==> config.mk <==
export PLATFORM = sky130hd
export DESIGN_NAME = uog_top
export DESIGN_NICKNAME = d
export VERILOG_FILES = /design/src/verilog/dummy_unused_placeholder_removed.sv /design/src/verilog/uog_pkg.sv /design/src/verilog/uog_top.sv
export SDC_FILE = /design/constraint.sdc
export NUM_CORES = 1
export LEC_CHECK = 0
export ABC_CLOCK_PERIOD_IN_PS = 3300
export BUFFER_PORTS_ARGS = -buffer_cell sky130_fd_sc_hd__buf_2
export CAP_MARGIN = 10
export CORE_MARGIN = 2
export CORE_UTILIZATION = 53
export CTS_BUF_LIST = sky130_fd_sc_hd__clkbuf_16
export DETAILED_ROUTE_END_ITERATION = 8
export HOLD_SLACK_MARGIN = 0.08
export PLACE_DENSITY = 0.77
export SLEW_MARGIN = 20
export SYNTH_ARGS = -nofsm -noshare
export SYNTH_HDL_FRONTEND = slang
export SYNTH_SLANG_ARGS = --single-unit
==> constraint.sdc <==
create_clock -name ref_clk -period 3.3 [get_ports ref_clk]
set_input_delay 0.165 -clock ref_clk [delete_from_list [all_inputs] [get_ports ref_clk]]
set_output_delay 0.165 -clock ref_clk [all_outputs]
set_load 0.01 [all_outputs]
==> src/verilog/dummy_unused_placeholder_removed.sv <==
// Intentionally empty: no further design content.
`default_nettype none
`default_nettype wire

==> src/verilog/uog_pkg.sv <==
// Shared constants of the USB general and on-the-go control block.
// Assumes an APB slave with 32-bit data; registers sit in the low byte.
`default_nettype none
package uog_pkg;
    // Register byte addresses, one aligned word each
    localparam logic [11:0] ADDR_HW_CONFIG = 12'h000;
    localparam logic [11:0] ADDR_GEN_CONTROL = 12'h004;
    localparam logic [11:0] ADDR_GEN_STATUS = 12'h008;
    localparam logic [11:0] ADDR_GEN_FLAGS = 12'h00c;
    localparam logic [11:0] ADDR_DPRAM_HIGH = 12'h010;
    localparam logic [11:0] ADDR_DPRAM_LOW = 12'h014;
    localparam logic [11:0] ADDR_OTG_CONTROL = 12'h018;
    localparam logic [11:0] ADDR_OTG_TIMER = 12'h01c;
    localparam logic [11:0] ADDR_OTG_ENABLE = 12'h020;
    localparam logic [11:0] ADDR_OTG_FLAGS = 12'h024;
    // Field positions
    localparam int ROLE_REG_BIT = 7;
    localparam int ROLE_PIN_BIT = 6;
    localparam int PSW_EN_BIT = 4;
    localparam int REG_EN_BIT = 0;
    localparam int CTRL_EN_BIT = 7;
    localparam int HOST_SEL_BIT = 6;
    localparam int FREEZE_BIT = 5;
    localparam int PAD_EN_BIT = 4;
    localparam int DIRECT_BIT = 7;
    localparam int NEG_REQ_BIT = 5;
    localparam int SES_REQ_BIT = 4;
    localparam int SES_SEL_BIT = 3;
    localparam int HW_DIS_BIT = 2;
    localparam int PWR_REQ_BIT = 1;
    localparam int PWR_CLR_BIT = 0;
    localparam int SPEED_BIT = 3;
    localparam int STO_BIT = 5;
    // Writable masks; bits outside read as zero
    localparam logic [7:0] MASK_HW_CONFIG = 8'hd1;
    localparam logic [7:0] MASK_GEN_CONTROL = 8'hf3;
    localparam logic [7:0] MASK_GEN_FLAGS = 8'h03;
    localparam logic [7:0] MASK_DPRAM_HIGH = 8'h87;
    localparam logic [7:0] MASK_OTG_CONTROL = 8'h3e;
    localparam logic [7:0] MASK_OTG_SIX = 8'h3f;
    localparam logic [7:0] TIMER_TOP_ONE = 8'h80;
    // Reset values
    localparam logic [7:0] RST_GEN_CONTROL = 8'h20;
    localparam logic [7:0] RST_ZERO = 8'h00;
    // Timing
    localparam longint CLK_HZ = 100_000_000;
    localparam longint SUSPEND_TIMEOUT_MS = 150;
    localparam int unsigned SUSPEND_TIMEOUT_CYCLES = 32'(SUSPEND_TIMEOUT_MS * CLK_HZ / 1000);
endpackage
`default_nettype wire

==> src/verilog/uog_top.sv <==
// General and on-the-go control of a dual-role USB controller: bus power
// and cable id qualification, role choice, controller enable and clock
// freeze, power-switch pin, session and negotiation requests, OTG timers.
// Assumes pad comparators and the id pin are asynchronous, controller
// events are one-cycle pulses on ref_clk, and an APB master.
//
// How it works
// - Host role: set at high threshold, clear below session
// - Peripheral role: bus-power flag follows session valid
// - Any bus-power flag change sets its flag
// - Id changes (A plug) set id flag
// - Pin source, no plug: id high, peripheral
// - Role bit 7 selects device, ignored under pin
// - Switch-pin enable and pad regulator enable outputs
// - Controller enable clear resets, gates clocks, transceiver
// - Clock freeze resets set, stops clocks, resume stays
// - Pad enable works with controller disabled
// - Speed bit shows full speed, host only
// - Status shows id level and bus power
// - Transition flags set by hardware, enabled for interrupt
// - Direct-access bit routes data port to RAM
// - Eleven-bit RAM address from high, low registers
// - Negotiation request starts or accepts by role
// - Session request self-clears when started
// - Session method select; hardware power control disable
// - Power request drives pin; clear bit self-clears
// - Timer register page, value, top bit one
// - Suspend timeout flag; six OTG enables gate
// - Page selects which of four timers
// - Frozen clock blocks all but transition events
// - Role swap, connection, drop, session flags
`default_nettype none
module uog_top #(
    parameter int unsigned SUSPEND_TIMEOUT_CYCLES = uog_pkg::SUSPEND_TIMEOUT_CYCLES
) (
    // Clock and reset
    input wire logic ref_clk,
    input wire logic reset,
    // APB slave
    input wire logic psel,
    input wire logic penable,
    input wire logic pwrite,
    input wire logic [11:0] paddr,
    input wire logic [31:0] pwdata,
    output logic [31:0] prdata,
    output logic pready,
    output logic pslverr,
    // Pads, asynchronous
    input wire logic id_pin,
    input wire logic session_valid,
    input wire logic high_threshold_valid,
    output logic power_switch_pin,
    output logic pad_regulator_en,
    output logic otg_pad_enable,
    // Controller control
    output logic ctrl_reset,
    output logic ctrl_clk_en,
    output logic transceiver_en,
    output logic resume_detect_en,
    output logic host_role,
    output logic host_select,
    input wire logic full_speed,
    // Suspend level, then controller events as one-cycle pulses
    input wire logic suspend_active,
    input wire logic negotiation_error_evt,
    input wire logic role_swap_evt,
    input wire logic bconn_error_evt,
    input wire logic power_drop_evt,
    input wire logic session_detect_evt,
    // Protocol requests
    output logic negotiation_request,
    output logic session_request_start,
    output logic session_method_select,
    // RAM direct access
    input wire logic endpoint_data_access,
    output logic ram_direct_access,
    output logic [10:0] ram_direct_addr,
    // Timer settings, one per page
    output logic [2:0] vrise_timeout_sel,
    output logic [2:0] bus_pulse_sel,
    output logic [2:0] pulldown_timeout_sel,
    output logic [2:0] session_detect_sel,
    // Interrupt request
    output logic usb_gen_irq
);
    import uog_pkg::*;

    if (SUSPEND_TIMEOUT_CYCLES < 2) begin : g_bad_timeout
        $error("SUSPEND_TIMEOUT_CYCLES must be at least 2");
    end

    logic [7:0] hw_config; // Role source, switch pin, regulator
    logic [7:0] gen_control; // Enable, freeze, pad, int enables
    logic [7:0] gen_flags; // Id and bus-power transition flags
    logic [7:0] otg_control; // Requests and method bits
    logic [7:0] otg_enable; // OTG interrupt enables
    logic [7:0] otg_flags; // OTG event flags
    logic [1:0] timer_page; // Selected timer page
    logic [2:0] timer_value [4]; // One setting per page
    logic [2:0] sync1; // First stage, read by sync2 only
    logic [2:0] sync2; // Stable id, session, high threshold
    logic id_prev; // Id level one cycle ago
    logic bus_power; // Qualified bus-power flag
    logic bus_power_prev; // For transition detection
    logic [31:0] susp_cnt; // Suspend duration counter
    logic sto_evt; // Suspend timeout pulse
    logic wr_en; // APB write in access phase
    logic rd_setup; // APB setup phase
    logic mapped; // Address hits a register
    logic [7:0] next_rdata; // Read mux
    logic [7:0] wbyte; // Low write byte
    logic [7:0] otg_set; // Hardware set requests
    logic [7:0] gen_set; // Hardware set requests

    logic controller_enable;
    logic clock_freeze;
    logic id_s;
    logic sv_s;
    logic hi_s;
    logic power_request;
    logic session_request;

    assign controller_enable = gen_control[CTRL_EN_BIT];
    assign clock_freeze = gen_control[FREEZE_BIT];
    assign id_s = sync2[2];
    assign sv_s = sync2[1];
    assign hi_s = sync2[0];
    assign power_request = otg_control[PWR_REQ_BIT];
    assign session_request = otg_control[SES_REQ_BIT];
    assign wbyte = pwdata[7:0];
    assign wr_en = psel && penable && pwrite;
    assign rd_setup = psel && !penable;

    // Zero wait states: every access completes in its first access cycle
    assign pready = 1'b1;

    // Pad inputs pass two flops before any logic looks at them
    always_ff @(posedge ref_clk) begin
        if (reset) begin
            sync1 <= 3'h7;
            sync2 <= 3'h7;
        end else begin
            sync1 <= {id_pin, session_valid, high_threshold_valid};
            sync2 <= sync1;
        end
    end

    // pin source idles high; register bit else
    always_comb begin
        if (hw_config[ROLE_PIN_BIT]) begin
            host_role = !id_s;
        end else begin
            host_role = !hw_config[ROLE_REG_BIT];
        end
    end

    // Bus-power qualification; a disabled pad reads no power
    always_ff @(posedge ref_clk) begin
        if (reset) begin
            bus_power <= 1'b0;
        end else if (!gen_control[PAD_EN_BIT]) begin
            // detection depends only on pad enable
            bus_power <= 1'b0;
        end else if (host_role) begin
            if (hi_s) begin
                bus_power <= 1'b1;
            end else if (!sv_s) begin
                bus_power <= 1'b0;
            end
        end else begin
            bus_power <= sv_s;
        end
    end

    // Previous levels for transition detection
    always_ff @(posedge ref_clk) begin
        if (reset) begin
            id_prev <= 1'b1;
            bus_power_prev <= 1'b0;
        end else begin
            id_prev <= id_s;
            bus_power_prev <= bus_power;
        end
    end

    // Suspend timer; the count clears to zero while frozen, so no timeout then
    always_ff @(posedge ref_clk) begin
        if (reset) begin
            susp_cnt <= 32'h0;
        end else if (!suspend_active || clock_freeze) begin
            susp_cnt <= 32'h0;
        end else if (susp_cnt != 32'(SUSPEND_TIMEOUT_CYCLES)) begin
            susp_cnt <= susp_cnt + 32'h1;
        end
    end

    // fires once when suspend outlasts the limit
    assign sto_evt = suspend_active && !clock_freeze
        && (susp_cnt == 32'(SUSPEND_TIMEOUT_CYCLES - 1));

    // Hardware set terms; the set wins over a same-cycle clear
    always_comb begin
        gen_set = 8'h00;
        // both edges of the bus-power flag
        gen_set[0] = bus_power != bus_power_prev;
        // a B plug keeps id high, so only A plugs toggle it
        gen_set[1] = id_s != id_prev;
        otg_set = 8'h00;
        // OTG events need a running clock
        if (!clock_freeze) begin
            otg_set = {2'b00, sto_evt, negotiation_error_evt, role_swap_evt,
                bconn_error_evt, power_drop_evt, session_detect_evt};
        end
    end

    // Hardware configuration register
    always_ff @(posedge ref_clk) begin
        if (reset) begin
            hw_config <= RST_ZERO;
        end else if (wr_en && paddr == ADDR_HW_CONFIG) begin
            hw_config <= wbyte & MASK_HW_CONFIG;
        end
    end

    // General control register
    always_ff @(posedge ref_clk) begin
        if (reset) begin
            gen_control <= RST_GEN_CONTROL;
        end else if (wr_en && paddr == ADDR_GEN_CONTROL) begin
            gen_control <= wbyte & MASK_GEN_CONTROL;
        end
    end

    // transition flags; software writes zero to clear
    always_ff @(posedge ref_clk) begin
        if (reset) begin
            gen_flags <= RST_ZERO;
        end else if (wr_en && paddr == ADDR_GEN_FLAGS) begin
            gen_flags <= ((gen_flags & wbyte) | gen_set) & MASK_GEN_FLAGS;
        end else begin
            gen_flags <= (gen_flags | gen_set) & MASK_GEN_FLAGS;
        end
    end

    // direct access; address, steps per data access
    always_ff @(posedge ref_clk) begin
        if (reset) begin
            ram_direct_access <= 1'b0;
            ram_direct_addr <= 11'h000;
        end else if (wr_en && paddr == ADDR_DPRAM_HIGH) begin
            ram_direct_access <= wbyte[DIRECT_BIT];
            ram_direct_addr <= {wbyte[2:0], ram_direct_addr[7:0]};
        end else if (wr_en && paddr == ADDR_DPRAM_LOW) begin
            ram_direct_addr <= {ram_direct_addr[10:8], wbyte};
        end else if (ram_direct_access && endpoint_data_access) begin
            ram_direct_addr <= ram_direct_addr + 11'h001;
        end
    end

    // OTG control register
    always_ff @(posedge ref_clk) begin
        if (reset) begin
            otg_control <= RST_ZERO;
        end else if (wr_en && paddr == ADDR_OTG_CONTROL) begin
            otg_control <= wbyte & MASK_OTG_CONTROL;
            // clear bit drops the request, never stored
            if (wbyte[PWR_CLR_BIT]) begin
                otg_control[PWR_REQ_BIT] <= 1'b0;
            end
        end else begin
            // request bit clears as the request starts
            if (session_request_start) begin
                otg_control[SES_REQ_BIT] <= 1'b0;
            end
            // hardware drops power on a bus drop unless disabled
            if (power_drop_evt && !otg_control[HW_DIS_BIT]) begin
                otg_control[PWR_REQ_BIT] <= 1'b0;
            end
        end
    end

    // start only in device role with a live controller
    assign session_request_start = session_request && !host_role
        && controller_enable && !clock_freeze;

    // timer page and per-page values; page picks timer
    always_ff @(posedge ref_clk) begin
        if (reset) begin
            timer_page <= 2'h0;
            for (int i = 0; i < 4; i++) begin
                timer_value[i] <= 3'h0;
            end
        end else if (wr_en && paddr == ADDR_OTG_TIMER) begin
            timer_page <= wbyte[6:5];
            timer_value[wbyte[6:5]] <= wbyte[2:0];
        end
    end

    // OTG interrupt enable register
    always_ff @(posedge ref_clk) begin
        if (reset) begin
            otg_enable <= RST_ZERO;
        end else if (wr_en && paddr == ADDR_OTG_ENABLE) begin
            otg_enable <= wbyte & MASK_OTG_SIX;
        end
    end

    // OTG flags, write zero to clear, set wins
    always_ff @(posedge ref_clk) begin
        if (reset) begin
            otg_flags <= RST_ZERO;
        end else if (wr_en && paddr == ADDR_OTG_FLAGS) begin
            otg_flags <= ((otg_flags & wbyte) | otg_set) & MASK_OTG_SIX;
        end else begin
            otg_flags <= (otg_flags | otg_set) & MASK_OTG_SIX;
        end
    end

    // Read mux; reserved bits zero, timer top bit one
    always_comb begin
        next_rdata = 8'h00;
        mapped = 1'b1;
        case (paddr)
            ADDR_HW_CONFIG: next_rdata = hw_config;
            ADDR_GEN_CONTROL: next_rdata = gen_control;
            // speed in host role; id and bus power
            ADDR_GEN_STATUS: next_rdata = {4'h0, full_speed && host_role,
                1'b0, id_s, bus_power};
            ADDR_GEN_FLAGS: next_rdata = gen_flags;
            ADDR_DPRAM_HIGH: next_rdata = {ram_direct_access, 4'h0,
                ram_direct_addr[10:8]};
            ADDR_DPRAM_LOW: next_rdata = ram_direct_addr[7:0];
            ADDR_OTG_CONTROL: next_rdata = otg_control;
            ADDR_OTG_TIMER: next_rdata = TIMER_TOP_ONE
                | {1'b0, timer_page, 2'b00, timer_value[timer_page]};
            ADDR_OTG_ENABLE: next_rdata = otg_enable;
            ADDR_OTG_FLAGS: next_rdata = otg_flags;
            default: mapped = 1'b0;
        endcase
    end

    // Read data is captured in setup so it comes from a flop
    always_ff @(posedge ref_clk) begin
        if (reset) begin
            prdata <= 32'h0;
        end else if (rd_setup) begin
            prdata <= {24'h0, next_rdata};
        end
    end

    // Unmapped addresses answer with an error, writes are dropped
    assign pslverr = psel && penable && !mapped;

    // switch pin gated by its enable, regulator direct
    assign power_switch_pin = hw_config[PSW_EN_BIT] && power_request;
    assign pad_regulator_en = hw_config[REG_EN_BIT];
    // pad enable independent of controller enable
    assign otg_pad_enable = gen_control[PAD_EN_BIT];
    assign ctrl_reset = !controller_enable;
    assign transceiver_en = controller_enable;
    // freeze or disable stops clocks; resume detect stays on under freeze only
    assign ctrl_clk_en = controller_enable && !clock_freeze;
    assign resume_detect_en = controller_enable;
    assign host_select = gen_control[HOST_SEL_BIT];
    // one bit starts or accepts negotiation by role
    assign negotiation_request = otg_control[NEG_REQ_BIT] && controller_enable;
    assign session_method_select = otg_control[SES_SEL_BIT];
    assign vrise_timeout_sel = timer_value[0];
    assign bus_pulse_sel = timer_value[1];
    assign pulldown_timeout_sel = timer_value[2];
    assign session_detect_sel = timer_value[3];

    // any enabled flag raises the request
    assign usb_gen_irq = |(gen_flags & gen_control & MASK_GEN_FLAGS)
        || |(otg_flags & otg_enable);

    AST_HOST_SET: assert property (@(posedge ref_clk) disable iff (reset)
        (host_role && otg_pad_enable && hi_s) |=> bus_power)
        else $error("host flag not set at high threshold");
    AST_HOST_HOLD: assert property (@(posedge ref_clk) disable iff (reset)
        (host_role && otg_pad_enable && sv_s && !hi_s && bus_power) |=> bus_power)
        else $error("host flag lost inside hysteresis");
    AST_DEV_FOLLOW: assert property (@(posedge ref_clk) disable iff (reset)
        (!host_role && otg_pad_enable) |=> (bus_power == $past(sv_s)))
        else $error("peripheral flag not following session");
    AST_POWER_EDGE: assert property (@(posedge ref_clk) disable iff (reset)
        $changed(bus_power) |=> gen_flags[0])
        else $error("bus power change not flagged");
    AST_ID_EDGE: assert property (@(posedge ref_clk) disable iff (reset)
        (id_s != id_prev) |=> gen_flags[1])
        else $error("id change not flagged");
    AST_PIN_ROLE: assert property (@(posedge ref_clk) disable iff (reset)
        (hw_config[ROLE_PIN_BIT] && id_s) |-> !host_role)
        else $error("id high without peripheral role");
    AST_SES_CLEAR: assert property (@(posedge ref_clk) disable iff (reset)
        (session_request_start && !wr_en) |=> !session_request ##1 !session_request_start)
        else $error("session request not self clearing");
    AST_PWR_CLEAR: assert property (@(posedge ref_clk) disable iff (reset)
        (wr_en && paddr == ADDR_OTG_CONTROL && wbyte[PWR_CLR_BIT])
        |=> (!power_switch_pin && !otg_control[PWR_CLR_BIT]))
        else $error("power clear did not drop the pin");
    AST_STO: assert property (@(posedge ref_clk) disable iff (reset)
        sto_evt |=> otg_flags[STO_BIT] ##1 !sto_evt)
        else $error("suspend timeout not flagged once");
    AST_FREEZE: assert property (@(posedge ref_clk) disable iff (reset)
        (clock_freeze && !otg_flags[2] && !wr_en) |=> !otg_flags[2])
        else $error("OTG event raised while frozen");
    AST_IRQ: assert property (@(posedge ref_clk) disable iff (reset)
        (|(otg_flags & otg_enable)) |-> usb_gen_irq)
        else $error("enabled flag without interrupt");
endmodule
`default_nettype wire

Word level (Yosys, flattened, before mapping)

Memory sizes are Yosys's and may differ from the RTL's. A register that Yosys moved wholly into a read port is not among the register bits.
Cells that the tools add are included.

Mux-type cells: 27
Add/subtract/negate cells: 2
Eq/ne operators: 15
Reductions and logical operators: 48
Bitwise logic cells: 10

Operators by type and width:

| kind                  | number |
|---|---|
| $pmux 8 s10           | 1 |
| $eq 12x5->1 const B   | 4 |
| $mux 11               | 3 |
| $add 32x1->32 const B | 1 |
| $eq 32x24->1 const B  | 1 |
| $ne 32x24->1 const B  | 1 |
| $eq 12x4->1 const B   | 2 |
| $eq 12x6->1 const B   | 2 |
| $logic_and 1x1->1     | 24 |
| $mux 1                | 16 |
| $and 6x6->6           | 2 |
| $eq 12x3->1 const B   | 1 |
| $logic_not 12->1      | 1 |
| $mux 6                | 2 |
| $or 6x6->6            | 2 |
| $add 11x1->11 const B | 1 |
| $reduce_or 10->1      | 1 |
| $logic_not 1->1       | 9 |
| $mux 2                | 4 |
| $reduce_bool 2->1     | 4 |
| $reduce_or 8->1       | 1 |
| $reduce_or 2->1       | 3 |
| $and 2x2->2           | 2 |
| $or 2x2->2            | 2 |
| 8 further kinds       | 12 |

RAM bits: 12
Output and inout port bits: 71
Memories kept: 1
Word-level logic and storage cells: 122
Bits in registers: 92
Input bits: 60

Memories:

| name        | words | width | rd ports | clocked after memory_dff | write ports | RTL line      | source |
|---|---|---|---|---|---|---|---|
| timer_value | 4     | 3     | 5        | 1                        | 4           | uog_top.sv:99 | `logic [2:0] timer_value [4];` |

Depth between registers and ports, before layout

Gate-level depths: netlist of run 1.

Depth after elaboration: 8
Gate-level depth with buffers: 8
Mapped depth without buffers: 6

Worst setup path before layout of run 1

No wires, ideal clock.

Kind: register to register
Start point: register susp_cnt[8]
End point: register susp_cnt[27]
Buffers on the path: 1
Clock period less this slack: 1.847 ns
Path slack: 1.453 ns
Arrival time: 1.776 ns
Cell stages (with the launch flop): 7
Library setup time: 0.071 ns
Data required time: 3.229 ns
Cell sequence: dfxtp_1 and4_4 nand4_4 or3_1 buf_2 or4_1 a21oi_1

Cells in the longest elaborated chain, start to end: 1
Elaborated cells between the ends (all ways): 2
Classes of those cells: add/sub: 1; eq/ne: 1

Ends and longest elaborated chain:

| what                                          | RTL line                       | source |
|---|---|---|
| start, declared                               | uog_top.sv:105                 | `logic [31:0] susp_cnt;` |
| start signal, assigned                        | uog_top.sv:193                 | `susp_cnt <= susp_cnt + 32'h1;` |
| $add 32x1->32 or $ne 32x24->1 (tied branches) | uog_top.sv:193, uog_top.sv:192 |  |

Parallel ways exist; a longest one is shown, timed or not.
A chain may end at the register's enable or synchronous reset.

Worst setup path after layout of run 1

Start point: input paddr[2]
End point: register ram_direct_addr[9]

Cells in the longest elaborated chain, start to end: 4
Elaborated cells between the ends (all ways): 8
Classes of those cells: eq/ne: 3; mux: 1; reduce/logical: 4

Ends and longest elaborated chain:

| what                                                      | RTL line                       | source |
|---|---|---|
| start, declared                                           | uog_top.sv:43                  | `input wire logic [11:0] paddr,` |
| $eq 12x5->1, on equally long branches                     | uog_top.sv:250, uog_top.sv:253 |  |
| $logic_and 1x1->1, on equally long branches               | uog_top.sv:250, uog_top.sv:253 |  |
| $ne 2x2->1 (no line) or $reduce_bool 2->1 (tied branches) | --                             |  |
| $reduce_and 2->1 (no line)                                | --                             |  |
| end signal, assigned                                      | uog_top.sv:252                 | `ram_direct_addr <= {wbyte[2:0], ram_direct_addr[7:0]};` |
| end signal, assigned                                      | uog_top.sv:254                 | `ram_direct_addr <= {ram_direct_addr[10:8], wbyte};` |
| end signal, assigned                                      | uog_top.sv:256                 | `ram_direct_addr <= ram_direct_addr + 11'h001;` |
| end, declared                                             | uog_top.sv:77                  | `output logic [10:0] ram_direct_addr,` |

Parallel ways exist; a longest one is shown, timed or not.

==> results of run 1 <==
routing by layer:
layer  share of wire  GRT usage  wire, um
met1            0.42     0.3519      6275
met5               0          0         0
met2            0.47     0.4290      6992
met3           0.082    0.03863      1216
met4           0.026    0.08813       383
stage by stage:
| stage | setup WS, ns | util | cells | total power, uW |
|---|---|---|---|---|
| floorplan | 1.453 | - | 648 | 1452 |
| global placement | 0.9767 | 0.5778 | 812 | 1488 |
| detailed placement | 0.9176 | 0.5778 | 812 | 1491 |
| CTS | 1.211 | 0.6124 | 834 | 2544 |
| global route | 1.075 | 0.6124 | 834 | 2605 |
| finish | 1.122 | 0.6124 | 834 | 2528 |
flip-flops by register name (all words and copies together) (netlist names), 4 cells and up, named ones only:
register,count
otg_flags,6
gen_control,6
otg_enable,6
ram_direct_addr,11
timer_value,12
prdata,8
hw_config,4
susp_cnt,32
otg_control,5
cell families after synthesis:
family          after synthesis  synth area share
fa+ha+maj                     3          0.006745
flops                       106            0.4029
compound gates              122            0.1457
buf+inv                      71           0.06812
simple gates                263            0.2671
xor+xnor                     28           0.04406
mux                          30           0.06407
other cells                   2          0.001349
critical path, stage by stage:
cell and delay [ns]:
buf_2 0.34, nor4b_4 0.43, nand3_1 0.46, nor2_1 0.55, o21ai_0 0.19, a311oi_1 0.28
final timing paths:
path / start / end / slack, ns / cells after the start
max reg2reg: susp_cnt[8] / susp_cnt[27] / 1.21 / 5
min reg2reg: sync1[2] / sync2[2] / 0.41 / 1
min: bconn_error_evt / otg_flags[2] / 0.09 / 3
max: paddr[2] / ram_direct_addr[9] / 1.12 / 6
final cells by class:
cell class / instances / area [sq um] / share of cell area
Clock buffer: 9 / 225.2 / 0.03579
Clock inverter: 7 / 70.07 / 0.01113
Inverter: 12 / 45.04 / 0.007157
Multi-Input combinational cell: 471 / 3030 / 0.4815
Sequential cell: 106 / 2242 / 0.3563
Tap cell: 136 / 170.2 / 0.02704
Timing Repair Buffer: 93 / 510.5 / 0.08111
cell usage after synthesis, types with 9 or more instances:
master,number
dfxtp_1,94
nor2_1,61
o21ai_0,23
and3_1,12
nor3_1,12
a21oi_1,36
mux2i_1,21
nand2_1,44
or2_2,12
buf_4,27
nand2b_1,12
xnor2_1,18
nand3_1,31
nor4_1,13
inv_1,12
xor2_1,10
clkbuf_1,20
buf_2,9
edfxtp_1,12
a22oi_1,10
where the power goes:
part | leakage, uW | internal, uW | total, uW | switching (uW)
combinational | 0.00123 | 48.4 | 151 | 103
sequential | 0.000872 | 1310 | 1320 | 6.83
clock | 0.000147 | 535 | 1060 | 522
repair_timing:
item                                   CTS  global route
hold buffers                             6             0
endpoints found under the hold margin    6             0
setup buffers                            0             0
==> impl_metrics.toml, run 1 <==
[global_routing]
grt_usage = 0.2607
grt_max_degree = 39
grt_pass1_vias = 4684
grt_overflow = 0
antenna_found_initial = 0
grt_first_pass_wirelength_um = 23710

[clock_tree]
numCtsBuffers = 9
cts_resized = 0
cts_max_path_buffers = 2
htree_levels = 3
clk_latency_ns = 0.35
clk_pin_slew_ns = 0.07
cts_tree = "built"
clock_sinks = 106
cts-root-buf = "clkbuf_16"

[sta]
min_period_over_period = 0.6599
setup_viol = 0
final_max_slew_viol_count = 0
period_needed_ns = 2.178
relSlewSlack = 0.4683
worst_pin_slew_ns = 0.7873
setup-tns-final_ns = 0
finalHoldViolations = 0
whs_ns = 0.09056
rsz0062_at_grt = "false"
finClkSkew_ns = 0.009744
fmax_mhz = 459.2

[floorplan]
core.rowCount = 37
die_area_sq_um = 11340
die_x_um = 106.5
io_pins = 131
die_h_um = 106.5
initial_core_util = 0.5415
core_area_sq_um = 10280

[synthesis]
syn_inst = 625
ys_seq_area_frac = 0.4029
async_reset_ff_frac = 0
synth_top_area_cell = "dfxtp_1"
syn_area_per_cell_sq_um = 8.905
synth.distinct_cells = 65
synthTopCellsByArea = "dfxtp_1 34%, edfxtp_1 6.5%, nor2_1 4.1%"
ys.flop_type = "dfxtp_1"
synth-seq-cells = 106
synth-edff-count = 12
synth_top_area_frac = 0.3381
syn_area_sq_um = 5565
yosysWarnings = 0

[layout]
nNetsFinal = 756
stdcell_area_sq_um = 6294
layout_commonest_cell = "dfxtp_1"
final_cell_mix = "94 x dfxtp_1, 81 x buf_2, 61 x nor2_1"
nFillCells = 916
area.growth.synth_to_final_pct = 13.08
diodes = 0
drive_gt1_frac = 0.1977

[flow_run]
cap_violations = 0

[worst_setup_path]
required_ns = 3.55
cp_max_fo = 19
start_kind = "input pin"
end_kind = "register"
crit_type = "input pin to register"
arrival_ns = 2.43

[place]
portBuffers = 81
dp_hpwl_um = 10800
gp_congestion = 0.9283
placed_cell_area_sq_um = 5938

[route]
first_pass_iters = 5
vias = 5092
drcViolationCount = 0
drt_iter0_drc = 414
wl_per_cell_um = 17.83
totalWireLength_um = 14870
detail-route-antenna-nets = 0
vias_per_cell = 6.106

[power_and_ir_drop]
powerDensity_nw_per_um2 = 401.7
ir_drop_uv = 272.5
p_leak_uw = 0.002254

[run_status]
status = "finished clean"

[min_path]
min_path_type = "input pin to register"
Power figures use the tool's default switching activity.
==> run 2, diff against run 1 <==
- ABC_CLOCK_PERIOD_IN_PS: 3300 -> 2060
- clock period: 3.3 -> 2.06 ns (I/O delays scaled with it)
==> run 2 against run 1 <==
Effect of this change: via count up 3.7%; combinational power up 77%; largest cell class unchanged; highest routed layer unchanged; clock-buffer cell count unchanged; cell count up 4.8%; final area up 5.2%; critical path type is now register to register; total power up 63%; sequential share of layout area down 1.8 points.
==> impl_metrics.toml, run 2 (synthesis results as in run 1) <==
[clock_tree]
clk_latency_ns = 0.36
clk_pin_slew_ns = 0.07
cts_max_path_buffers = 2
numCtsBuffers = 9
cts_tree = "built"
cts_setup_buffers = 0
clock_sinks = 106
cts-root-buf = "clkbuf_16"
htree_levels = 3

[layout]
area.growth.synth_to_final_pct = 18.97
nNetsFinal = 796
reg.largest.list = "susp_cnt (32), timer_value (12), ram_direct_addr (11)"
multi_input_area_sq_um = 3037
top_register = "susp_cnt"
final_cell_mix = "94 x dfxtp_1, 81 x buf_2, 61 x nor2_1"
largest_reg_flops = 32
diodes = 0
layout_commonest_cell = "dfxtp_1"
drive_gt1_frac = 0.2371
nFillCells = 880
regArea_sq_um = 2242

[place]
portBuffers = 81
gp_congestion = 0.9832
dp_hpwl_um = 11620

[route]
wl_met3_um = 1266
totalWireLength_um = 15780
first_pass_iters = 5
wl_met1_um = 6652
wl_met2_um = 7391
drcViolationCount = 0
detail-route-antenna-nets = 0
wl_per_cell_um = 18.05
vias_per_cell = 6.043
vias = 5282
drt_iter0_drc = 347
top_layer_used = "met4"

[global_routing]
grt_first_pass_wirelength_um = 24780
grt_usage = 0.2785
antenna_found_initial = 0
grt_max_degree = 35
grt_overflow = 0
grt_pass1_vias = 4967

[floorplan]
die_area_sq_um = 11340
core_area_sq_um = 10280
core.rowCount = 37
die_h_um = 106.5
die_x_um = 106.5
io_pins = 131
initial_core_util = 0.5415

[sta]
period_needed_ns = 1.980
rsz0062_at_grt = "false"
final_max_slew_viol_count = 0
finalHoldViolations = 0
min_period_over_period = 0.9612
setup_viol = 0
finClkSkew_ns = 0.01045
setup-tns-final_ns = 0
fmax_mhz = 505.0

[power_and_ir_drop]
power_uw = 4114
powerDensity_nw_per_um2 = 621.4
p_leak_uw = 0.002464
ir_drop_uv = 547.5

[worst_setup_path]
start_kind = "register"
required_ns = 2.34
cp_max_fo = 8
end_kind = "register"
arrival_ns = 2.26
crit_type = "register to register"

[flow_run]
cap_violations = 0

[run_status]
status = "finished clean"

[min_path]
min_path_type = "input pin to register"
[run 2: cell types whose count changed in the layout (fill, tap and decap cells not counted), sizes merged]
cell / delta
dlygate4sd3: +3
clkinv: -1
buf: +37
bufinv: +1
[run 2: layout make-up]
| class | count | area share |
|---|---|---|
| Tap cell | 136 | 0.02570 |
| Clock buffer | 9 | 0.03401 |
| Timing Repair Buffer | 133 | 0.1255 |
| Clock inverter | 7 | 0.01077 |
| Inverter | 12 | 0.006803 |
| Multi-Input combinational cell | 471 | 0.4586 |
| Sequential cell | 106 | 0.3386 |
[run 2: worst paths after layout]
path | from | endpoint | slack (ns) | depth (start not counted)
worst min-delay path | pwdata[4] | gen_control[4] | 0.09 | 3
worst min register to register | sync1[2] | sync2[2] | 0.41 | 1
worst max-delay path | susp_cnt[9] | susp_cnt[27] | 0.08 | 5
worst max register to register | susp_cnt[9] | susp_cnt[27] | 0.08 | 5
[run 2: worst max-delay path, stage by stage (launching register included)]
cell	delay [ns]
dfxtp_1	0.41
and4_4	0.29
nand4_4	0.13
or3_1	0.48
or4_1	0.43
a21oi_1	0.16
[run 2: metrics by stage]
| stage | util | setup WS [ns] | cells | area [sq um] | hold slack, ns |
|---|---|---|---|---|---|
| floorplan | - | 0.2134 | 648 | 5652 | 0.2068 |
| global placement | 0.6060 | 0.1617 | 849 | 6228 | 0.2924 |
| detailed placement | 0.6060 | 0.09871 | 849 | 6228 | 0.2942 |
| CTS | 0.6437 | 0.08068 | 874 | 6615 | 0.08960 |
| global route | 0.6443 | 0.0002032 | 874 | 6621 | 0.09269 |
| finish | 0.6443 | 0.07990 | 874 | 6621 | 0.09456 |
[run 2: metal layers]
layer  vias up  track usage
li1       2440            -
met1      2526       0.3525
met2       272       0.4620
met3        44      0.06560
met4         0       0.1048
met5         -            0
[run 2: what timing repair did]
| item | in CTS | in global routing |
|---|---|---|
| hold endpoints to repair | 10 | 0 |
| gates resized for setup | 0 | 2 |
| endpoints found under the setup margin | 0 | 4 |
| hold buffers | 9 | 0 |
[run 2: where the power goes]
group          switching [uW]  internal (uW)
Clock                     786            947
Combinational             172           95.6
Sequential               10.6           2100
